[src/ebh_pkg.sv]
// How it works
// - In the hold state the grant acknowledge is low and the bus lines are released.
// - The grant acknowledge is forced high for as long as reset is applied.
// - A low float input puts all four status outputs into high impedance.
// - With two or more wait states programmed, wait-done goes low during the last one.
// - Wait-done looped to ready adds exactly one external wait after the internal ones.
// - The fetch flag is low only in bus cycles that carry an instruction address.
// - The machine clock rises at the start of every machine cycle.
// - A hold request, once acknowledged, releases address, data and control lines.
// - Ready is sampled only after the wait states, only with two or more, and retried.
package ebh_pkg;
	// ****************************************
	// Sizes and timing
	// ****************************************
	localparam int unsigned MC_DIV_DEF = 6;
	// Ready path latency through the pin filter needs this many sys clocks per cycle
	localparam int unsigned MC_DIV_MIN = 6;
	localparam int unsigned WS_W       = 3;
	localparam logic [WS_W-1:0] WS_ZERO    = 3'h0;
	localparam logic [WS_W-1:0] WS_ONE     = 3'h1;
	localparam logic [WS_W-1:0] WS_EXT_MIN = 3'h2;
	// ****************************************
	// Pin filter layout and reset levels
	// ****************************************
	localparam int unsigned PIN_N     = 3;
	localparam int unsigned PIN_HOLD  = 0;
	localparam int unsigned PIN_FLOAT = 1;
	localparam int unsigned PIN_READY = 2;
	localparam logic [PIN_N-1:0] PIN_RST = 3'h7;
	typedef enum logic [2:0] {
		EBH_IDLE,
		EBH_HOLD,
		EBH_ACCESS,
		EBH_SWWAIT,
		EBH_EXTWAIT
	} ebh_state_t;
endpackage

[src/ebh_pin_if.sv]
`timescale 1ns/1ps
interface ebh_pin_if #(
	parameter int unsigned N = 3
);
	logic [N-1:0] raw;
	logic [N-1:0] clean;
	modport filt (input raw, output clean);
	modport core (output raw, input clean);
endinterface

[src/ebh_pin_sync.sv]
`timescale 1ns/1ps
module ebh_pin_sync #(
	parameter int unsigned        N       = 3,
	parameter logic [N-1:0]       RST_VAL = '1
) (
	input  wire logic i_clk_sys,
	input  wire logic i_rst_b,
	ebh_pin_if.filt   pins
);
	logic [N-1:0] s1_q;
	logic [N-1:0] s2_q;
	logic [N-1:0] s3_q;
	logic [N-1:0] clean_q;

	always_ff @(posedge i_clk_sys or negedge i_rst_b) begin
		if (!i_rst_b) begin
			s1_q <= RST_VAL;
			s2_q <= RST_VAL;
			s3_q <= RST_VAL;
		end else begin
			s1_q <= pins.raw;
			s2_q <= s1_q;
			s3_q <= s2_q;
		end
	end

	// Accept a level only once two stages agree
	always_ff @(posedge i_clk_sys or negedge i_rst_b) begin
		if (!i_rst_b) begin
			clean_q <= RST_VAL;
		end else begin
			for (int i = 0; i < N; i++) begin
				if (s2_q[i] == s3_q[i]) begin
					clean_q[i] <= s2_q[i];
				end
			end
		end
	end

	assign pins.clean = clean_q;
endmodule

[src/ebh_top.sv]
`timescale 1ns/1ps
module ebh_top #(
	parameter int unsigned MC_DIV = ebh_pkg::MC_DIV_DEF
) (
	input  wire logic                     i_clk_sys,
	input  wire logic                     i_rst_b,
	input  wire logic                     i_hold_req_n,
	input  wire logic                     i_float_n,
	input  wire logic                     i_ready,
	input  wire logic                     i_acc_start,
	input  wire logic                     i_acc_is_instr,
	input  wire logic [ebh_pkg::WS_W-1:0] i_acc_wait_states,
	output logic                          o_bus_grant_ack_n,
	output logic                          o_bus_grant_ack_oe_n,
	output logic                          o_wait_states_done_n,
	output logic                          o_wait_states_done_oe_n,
	output logic                          o_instr_fetch_flag_n,
	output logic                          o_instr_fetch_flag_oe_n,
	output logic                          o_machine_cycle_clock_out,
	output logic                          o_machine_cycle_clock_oe_n,
	output logic                          o_bus_lines_oe_n,
	output logic                          o_acc_busy,
	output logic                          o_acc_done
);
	// ****************************************
	// Elaboration checks
	// ****************************************
	if (MC_DIV < ebh_pkg::MC_DIV_MIN) begin : g_div_check
		$error("MC_DIV too small for the ready pin filter");
	end

	localparam int unsigned CNT_W = $clog2(MC_DIV);
	localparam logic [CNT_W-1:0] CNT_LAST = CNT_W'(MC_DIV - 1);
	localparam logic [CNT_W-1:0] CNT_HALF = CNT_W'(MC_DIV / 2);
	localparam logic [CNT_W-1:0] CNT_ZERO = '0;

	// ****************************************
	// Pin filtering
	// ****************************************
	ebh_pin_if #(.N(ebh_pkg::PIN_N)) pins ();
	assign pins.raw[ebh_pkg::PIN_HOLD]  = i_hold_req_n;
	assign pins.raw[ebh_pkg::PIN_FLOAT] = i_float_n;
	assign pins.raw[ebh_pkg::PIN_READY] = i_ready;

	ebh_pin_sync #(
		.N       (ebh_pkg::PIN_N),
		.RST_VAL (ebh_pkg::PIN_RST)
	) u_sync (
		.i_clk_sys (i_clk_sys),
		.i_rst_b   (i_rst_b),
		.pins      (pins)
	);

	logic hold_req;
	logic floated;
	logic ready;
	assign hold_req = !pins.clean[ebh_pkg::PIN_HOLD];
	assign floated  = !pins.clean[ebh_pkg::PIN_FLOAT];
	assign ready    = pins.clean[ebh_pkg::PIN_READY];

	// ****************************************
	// Machine cycle timing
	// ****************************************
	logic [CNT_W-1:0] cnt_q;
	logic             tick;
	assign tick = (cnt_q == CNT_LAST);

	always_ff @(posedge i_clk_sys or negedge i_rst_b) begin
		if (!i_rst_b) begin
			cnt_q <= CNT_ZERO;
		end else if (tick) begin
			cnt_q <= CNT_ZERO;
		end else begin
			cnt_q <= cnt_q + 1'b1;
		end
	end

	// High in the first half, so each cycle opens on a rising edge
	always_ff @(posedge i_clk_sys or negedge i_rst_b) begin
		if (!i_rst_b) begin
			o_machine_cycle_clock_out <= 1'b1;
		end else begin
			o_machine_cycle_clock_out <= tick || (cnt_q < CNT_HALF - 1'b1);
		end
	end

	// ****************************************
	// Access request capture
	// ****************************************
	logic                     pend_q;
	logic                     instr_q;
	logic [ebh_pkg::WS_W-1:0] ws_q;
	logic [ebh_pkg::WS_W-1:0] ws_left_q;
	ebh_pkg::ebh_state_t      state_q;
	logic                     start_acc;
	logic                     finish;

	assign start_acc = tick && (state_q == ebh_pkg::EBH_IDLE) && pend_q && !hold_req;

	always_ff @(posedge i_clk_sys or negedge i_rst_b) begin
		if (!i_rst_b) begin
			pend_q  <= 1'b0;
			instr_q <= 1'b0;
			ws_q    <= ebh_pkg::WS_ZERO;
		end else if (i_acc_start && !o_acc_busy) begin
			pend_q  <= 1'b1;
			instr_q <= i_acc_is_instr;
			ws_q    <= i_acc_wait_states;
		end else if (start_acc) begin
			pend_q <= 1'b0;
		end
	end

	always_ff @(posedge i_clk_sys or negedge i_rst_b) begin
		if (!i_rst_b) begin
			o_acc_busy <= 1'b0;
		end else if (i_acc_start && !o_acc_busy) begin
			o_acc_busy <= 1'b1;
		end else if (finish) begin
			o_acc_busy <= 1'b0;
		end
	end

	// ****************************************
	// Bus cycle sequencer
	// ****************************************
	always_comb begin
		finish = 1'b0;
		if (tick) begin
			case (state_q)
				ebh_pkg::EBH_ACCESS:  finish = (ws_q == ebh_pkg::WS_ZERO);
				ebh_pkg::EBH_SWWAIT:  finish = (ws_left_q == ebh_pkg::WS_ONE) &&
					((ws_q < ebh_pkg::WS_EXT_MIN) || ready);
				ebh_pkg::EBH_EXTWAIT: finish = ready;
				default:              finish = 1'b0;
			endcase
		end
	end

	always_ff @(posedge i_clk_sys or negedge i_rst_b) begin
		if (!i_rst_b) begin
			state_q   <= ebh_pkg::EBH_IDLE;
			ws_left_q <= ebh_pkg::WS_ZERO;
		end else if (tick) begin
			case (state_q)
				ebh_pkg::EBH_IDLE: begin
					if (hold_req) begin
						state_q <= ebh_pkg::EBH_HOLD;
					end else if (pend_q) begin
						state_q <= ebh_pkg::EBH_ACCESS;
					end
				end
				ebh_pkg::EBH_HOLD: begin
					// Back to idle first, so the bus is driven again before access
					if (!hold_req) begin
						state_q <= ebh_pkg::EBH_IDLE;
					end
				end
				ebh_pkg::EBH_ACCESS: begin
					if (finish) begin
						state_q <= ebh_pkg::EBH_IDLE;
					end else begin
						state_q   <= ebh_pkg::EBH_SWWAIT;
						ws_left_q <= ws_q;
					end
				end
				ebh_pkg::EBH_SWWAIT: begin
					if (ws_left_q != ebh_pkg::WS_ONE) begin
						ws_left_q <= ws_left_q - 1'b1;
					end else if (finish) begin
						state_q <= ebh_pkg::EBH_IDLE;
					end else begin
						state_q <= ebh_pkg::EBH_EXTWAIT;
					end
				end
				ebh_pkg::EBH_EXTWAIT: begin
					// Not ready: one more cycle, then look again
					if (finish) begin
						state_q <= ebh_pkg::EBH_IDLE;
					end
				end
				default: state_q <= ebh_pkg::EBH_IDLE;
			endcase
		end
	end

	always_ff @(posedge i_clk_sys or negedge i_rst_b) begin
		if (!i_rst_b) begin
			o_acc_done <= 1'b0;
		end else begin
			o_acc_done <= finish;
		end
	end

	// ****************************************
	// Status pins
	// ****************************************
	ebh_pkg::ebh_state_t state_d;
	logic                last_sw_d;
	always_comb begin
		state_d   = state_q;
		last_sw_d = 1'b0;
		if (tick) begin
			if (state_q == ebh_pkg::EBH_IDLE && hold_req) begin
				state_d = ebh_pkg::EBH_HOLD;
			end else if (state_q == ebh_pkg::EBH_HOLD && !hold_req) begin
				state_d = ebh_pkg::EBH_IDLE;
			end else if (start_acc) begin
				state_d = ebh_pkg::EBH_ACCESS;
			end else if (finish) begin
				state_d = ebh_pkg::EBH_IDLE;
			end else if (state_q == ebh_pkg::EBH_ACCESS) begin
				state_d   = ebh_pkg::EBH_SWWAIT;
				last_sw_d = (ws_q == ebh_pkg::WS_ONE);
			end else if (state_q == ebh_pkg::EBH_SWWAIT) begin
				state_d   = (ws_left_q == ebh_pkg::WS_ONE) ? ebh_pkg::EBH_EXTWAIT : state_q;
				last_sw_d = (ws_left_q == ebh_pkg::WS_EXT_MIN);
			end
		end else begin
			last_sw_d = (state_q == ebh_pkg::EBH_SWWAIT) && (ws_left_q == ebh_pkg::WS_ONE);
		end
	end

	always_ff @(posedge i_clk_sys or negedge i_rst_b) begin
		if (!i_rst_b) begin
			o_bus_grant_ack_n    <= 1'b1;
			o_wait_states_done_n <= 1'b1;
			o_instr_fetch_flag_n <= 1'b1;
			o_bus_lines_oe_n     <= 1'b0;
		end else begin
			o_bus_grant_ack_n    <= (state_d != ebh_pkg::EBH_HOLD);
			o_wait_states_done_n <= !(last_sw_d && (ws_q >= ebh_pkg::WS_EXT_MIN));
			o_instr_fetch_flag_n <= !(instr_q && (state_d == ebh_pkg::EBH_ACCESS ||
				state_d == ebh_pkg::EBH_SWWAIT || state_d == ebh_pkg::EBH_EXTWAIT));
			o_bus_lines_oe_n     <= (state_d == ebh_pkg::EBH_HOLD) || floated;
		end
	end

	always_ff @(posedge i_clk_sys or negedge i_rst_b) begin
		if (!i_rst_b) begin
			o_bus_grant_ack_oe_n       <= 1'b0;
			o_wait_states_done_oe_n    <= 1'b0;
			o_instr_fetch_flag_oe_n    <= 1'b0;
			o_machine_cycle_clock_oe_n <= 1'b0;
		end else begin
			o_bus_grant_ack_oe_n       <= floated;
			o_wait_states_done_oe_n    <= floated;
			o_instr_fetch_flag_oe_n    <= floated;
			o_machine_cycle_clock_oe_n <= floated;
		end
	end
endmodule

[config.mk]
export PLATFORM = sky130hd
export DESIGN_NAME = ebh_top
export DESIGN_NICKNAME = d
export VERILOG_FILES = /design/src/ebh_pkg.sv /design/src/ebh_pin_if.sv /design/src/ebh_pin_sync.sv /design/src/ebh_top.sv
export SDC_FILE = /design/constraint.sdc
export NUM_CORES = 1
export LEC_CHECK = 0
export ABC_AREA = 0
export BUFFER_PORTS_ARGS = -buffer_cell sky130_fd_sc_hd__buf_2
export CORE_ASPECT_RATIO = 0.9
export CORE_MARGIN = 3
export CORE_UTILIZATION = 40
export CTS_CLUSTER_DIAMETER = 40
export CTS_CLUSTER_SIZE = 20
export DETAILED_ROUTE_END_ITERATION = 10
export PLACE_DENSITY = 0.61
export SYNTH_ARGS = -nofsm -noshare
export SYNTH_HDL_FRONTEND = slang
export SYNTH_SLANG_ARGS = --single-unit
export TNS_END_PERCENT = 20
[constraint.sdc]
create_clock -name i_clk_sys -period 4.45 [get_ports i_clk_sys]
set_clock_uncertainty 0.1 [all_clocks]
set_input_delay 0.6675 -clock i_clk_sys [delete_from_list [all_inputs] [get_ports i_clk_sys]]
set_output_delay 0.6675 -clock i_clk_sys [all_outputs]
set_load 0.1 [all_outputs]
Word-level counts from Yosys, hierarchy flattened:

Index checks and enable logic that the tools add are counted.

* register bits: 34
* bits in latches: 0
* bits in writable memories: 0
* ROM bits: 0
* input port bits: 10
* output and inout bits: 11
* word-level logic and storage cells: 108
* memories kept: 0

* add/sub/neg operators: 2
* multiply operators: 0
* divide/modulo/power cells: 0
* order comparisons: 3
* equality and inequality tests: 23
* shift operators: 0
* muxes and demuxes: 33
* bitwise operators: 0
* reductions and logical operators: 27

Operators by type and width (number)
* $mux 3: 17
* $eq 3x2->1 const B: 5
* $pmux 3 s5: 1
* $eq 3x1->1 const B: 4
* $mux 1: 12
* $logic_and 1x1->1: 10
* $eq 3x3->1 const B: 3
* $ne 2x2->1 const B: 4
* $logic_not 3->1: 2
* $lt 3x2->1 const B: 2
* $ne 3x1->1 const B: 2
* $pmux 3 s2: 1
* $reduce_bool 2->1: 3
* $logic_not 1->1: 5
* $logic_or 1x1->1: 5
* $reduce_and 5->1: 1
* $reduce_and 4->1: 1
* $add 3x1->3 const B: 1
* $eq 1x1->1: 3
* $ge 3x2->1 const B: 1
* $ne 3x3->1 const B: 1
* $pmux 1 s3: 1
* $sub 3x1->3 const B: 1
* $mux 2: 1
* $ne 2x1->1 const B: 1

Depth between registers and ports, before layout:

* depth after elaboration: 15
* gate-level depth with buffers: 7
* mapped depth without buffers: 7

Hierarchy:

A second synthesis with hierarchy kept.

* cells, all modules: 135
* area total of the unflattened synthesis: 1580.3 um2

Modules (own cells, without submodules)
* ebh_top: times used 1, cells each 120, area each 1231.2 um2, sequential area each 555.5 um2
* ebh_pin_sync: times used 1, cells each 15, area each 349.1 um2, sequential area each 315.3 um2

Worst setup path after synthesis:

OpenSTA, ideal clock, no wires.

* kind: flip-flop to output port
* from: register o_machine_cycle_clock_oe_n (netlist name)
* to: output port o_instr_fetch_flag_oe_n
* arrival: 1.357 ns
* data required time: 3.682 ns
* setup slack: 2.325 ns
* cell stages (with the launch flop): 2
* buffers on the path: 1
* cell sequence: dfrtp_1 > buf_4

RTL lines
* to (decl): line ebh_top.sv:18 `output logic o_instr_fetch_flag_oe_n,`

Final worst setup path:

* from: register state_q[0]
* to: register state_q[2]

* word-level cells in the longest chain between the ends: 6
* elaborated cells on any way between the ends: 15
* classes of those cells: eq/ne: 8; mux: 5; reduce/logical: 2

RTL lines
* from (decl): line ebh_top.sv:94 `ebh_pkg::ebh_state_t state_q;`
* from (signal assigned): line ebh_top.sv:142 `state_q <= ebh_pkg::EBH_IDLE;`
* from (signal assigned): line ebh_top.sv:148 `state_q <= ebh_pkg::EBH_HOLD;`
* from (signal assigned): line ebh_top.sv:150 `state_q <= ebh_pkg::EBH_ACCESS;`
* $eq 3x3->1 / $eq 3x2->1 (equally long branches): line ebh_top.sv:130 `case (state_q)`
* $pmux 1 s3 *: line ebh_top.sv:130
* $mux 1 *: line ebh_top.sv:129 `if (tick) begin`
* via finish: line ebh_top.sv:96 `logic finish;`
* $mux 3: line ebh_top.sv:170 `end else if (finish) begin`
* $mux 3: line ebh_top.sv:168 `if (ws_left_q != ebh_pkg::WS_ONE) begin`
* $pmux 3 s5: line ebh_top.sv:145 `case (state_q)`

The timed path passes the listed nets; every way through them passes the cells marked *. The select of a mux whose other input is x is not followed.
A chain may end at the register's enable or synchronous reset.

==> flow_summary.toml <==
[timing]
worst_slew_pin_slew_ps = 724.4
rsz0062_at_grt = "false"
timing.hold.ws_ps = 259.0
fin_setup_tns_ps = 0
drv_slew = 0
setup_viol = 0
relSlewSlack = 0.5171
clock.fmax_mhz = 433.4
period_needed_ps = 2308
post-route-period-util = 0.5185
hold_viol = 0

[clocking]
postCtsResizedCells = 0
cts_buffers = 5
holdBufCountCts = 0
clockBufferDepth = 2
clk_pin_slew_ps = 70
htree_levels = 2
cts_setup_buffers = 0
clock_sinks = 34
clock-root-buffer = "clkbuf_8"
cts_tree = "yes"
clkLatencyLatePin_ps = 280

[hold_path]
hold_path_class = "flop to flop"

[logic_synthesis]
yosys.area.top_type = "dfrtp_1"
synthArstFlopShare = 1.000
synth_top_area_share = 0.2908
syn_area_per_cell_um2 = 11.65
syn_inst = 133
synth.cell_area_um2 = 1549
yosys_warnings = 0
synthDistinctLibCells = 43
yosysSeqAreaShare = 0.5622
ys_top_cells_by_area = "dfrtp_1 29%, dfstp_2 27%, mux2_2 3.6%"
synth_edf_count = 0
synth_top_flop_cell = "dfrtp_1"
yosys_register_bits = 34
synthesis.nets = 146

[final_layout]
nets = 167
instances_no_fill = 199
final_common_cell = "buf_2"
drive_gt1_frac = 0.3355
layout_common_cells = "20 x buf_2, 18 x dfrtp_1, 16 x dfstp_2, 10 x nor2_1, 8 x nand2_1"
multiInputGateArea_um2 = 620.6
syn_to_final_growth_pct = 16.64
antenna_cells = 0
fillCellCount = 334
final-seq-area_um2 = 870.8

[routing]
drt-initial-drc-count = 54
drtAntennaViolNets = 0
drt_wl_total_um = 2905
firstDrtPassIters = 4
viasPerCell = 5.447
drc = 0
vias = 1084
drt-wirelength-per-cell_um = 14.60

[setup_path]
slowest_delay_ps = 550
endpoint = "state_q[2]"
r2r_cells = 5
r2r-start = "state_q[0]"
cpLargestDelayFamily = "compound AO/OA/AOI/OAI gates"
ff2ff_setup_slack_ps = 2140
cp-startpoint = "state_q[0]"
end_kind = "flop"
critPathRequiredTime_ps = 4520
worst-path-buf-inv = 0
cp.arrival_ps = 2370
path_cells = "or2_0 > a2111o_1 > a221oi_4 > nor3_2 > a211o_1"
slowest_stage = "dfrtp_1"
cp_max_fo = 17
start_kind = "flop"
r2r_end = "state_q[2]"
crit_type = "flop to flop"
cp.depth = 5

[global_route]
grt_max_degree = 35
grtUsageTotal = 0.1366
antenna_found_initial = 0
overflow = 0
grt_first_pass_wirelength_um = 4926
grt_pass1_vias = 1070

[placed_design]
portBuffers = 20
place_congestion = 0.7323
dp_hpwl_um = 2088
dp_cells = 191

[floorplanning]
dieArea_um2 = 4656
die_x_um = 71.60
fp-row-count = 20
coreArea_um2 = 3553
ios = 21
die_h_um = 65.04
start_util = 0.4359

[run]
drv_cap = 0

[outcome]
status = "completed"

[pwr]
leakage_uw = 0.0007768
vdd_ir_drop_max_uv = 283.7
p_per_area_nw_per_um2 = 675.4
## stage by stage
step	util	total power (µW)	cell area [µm²]	setup slack, ps
finish	0.5085	1220	1807	2142
global route	0.5085	1292	1807	2020
CTS	0.5085	1225	1807	2138
detailed placement	0.4697	885.8	1669	2153
global placement	0.4697	872.5	1669	2231
floorplan	-	805.3	1549	2325
## registers in the layout, summed over array words and instances, names as in the netlist, 3 cells and up
name / count
u_sync.s2_q: 3
cnt_q: 3
ws_left_q: 3
ws_q: 3
u_sync.s1_q: 3
state_q: 3
u_sync.s3_q: 3
u_sync.pins.clean: 3
## metal layers
layer / vias to the layer above / share of wire / GRT usage
met5: - / 0 / 0
met4: 0 / 0.016 / 0.07042
met3: 8 / 0.062 / 0.04806
met2: 35 / 0.49 / 0.2087
met1: 528 / 0.44 / 0.1698
li1: 513 / - / -
## worst register-to-register path: stages (launching register included)
cell and delay, ps:
dfrtp_1 550, or2_0 290, a2111o_1 440, a221oi_4 440, nor3_2 90, a211o_1 270
## cell type report
type	count	share of cell area
clock buffers	5	0.03809
clock inverters	3	0.03809
inverters	6	0.01247
multi-input cells	87	0.3435
flip-flops and latches	34	0.4820
well taps	44	0.03047
repair buffers	20	0.05540
## where the power goes
group          total, µW  switching [µW]  leakage [µW]  internal (µW)
Sequential           495             106      0.000385            389
Clock                336             112     0.0000683            224
Combinational        389             258      0.000324            131
## cells in the mapped netlist, drive strengths merged, types with 2 or more instances
master / n
a21o: 2
nor2: 10
nor3: 4
a221oi: 2
clkbuf: 2
mux2i: 2
a22o: 2
maj3: 3
nand3b: 4
nand2b: 3
nand2: 8
o21ai: 7
inv: 6
dfstp: 16
nor4b: 2
a21oi: 7
buf: 4
nor2b: 3
nand3: 2
mux2: 5
ha: 3
dfrtp: 18
## cells by family after synthesis
family                   count (synthesis)  synth area share
AO/OA/AOI/OAI                           28            0.1317
XOR/XNOR                                 1          0.005655
adder cells (fa/ha/maj)                  6           0.04362
buffers and inverters                   12           0.03715
flip-flops                              34            0.5622
multiplexers                             7           0.04927
AND/OR/NAND/NOR                         45            0.1705
## how the worst min path moves through the flow
stage | from | end | slack, ps | depth (start not counted)
floorplan | u_sync.s1_q[0] | u_sync.s2_q[0] | 250 | 0
global placement | u_sync.s1_q[1] | u_sync.s2_q[1] | 250 | 0
detailed placement | u_sync.s1_q[2] | u_sync.s2_q[2] | 250 | 0
CTS | u_sync.s1_q[2] | u_sync.s2_q[2] | 260 | 0
global route | u_sync.s1_q[2] | u_sync.s2_q[2] | 270 | 0
finish | u_sync.s1_q[2] | u_sync.s2_q[2] | 260 | 0
No activity file was read; power rests on OpenSTA's default activity.
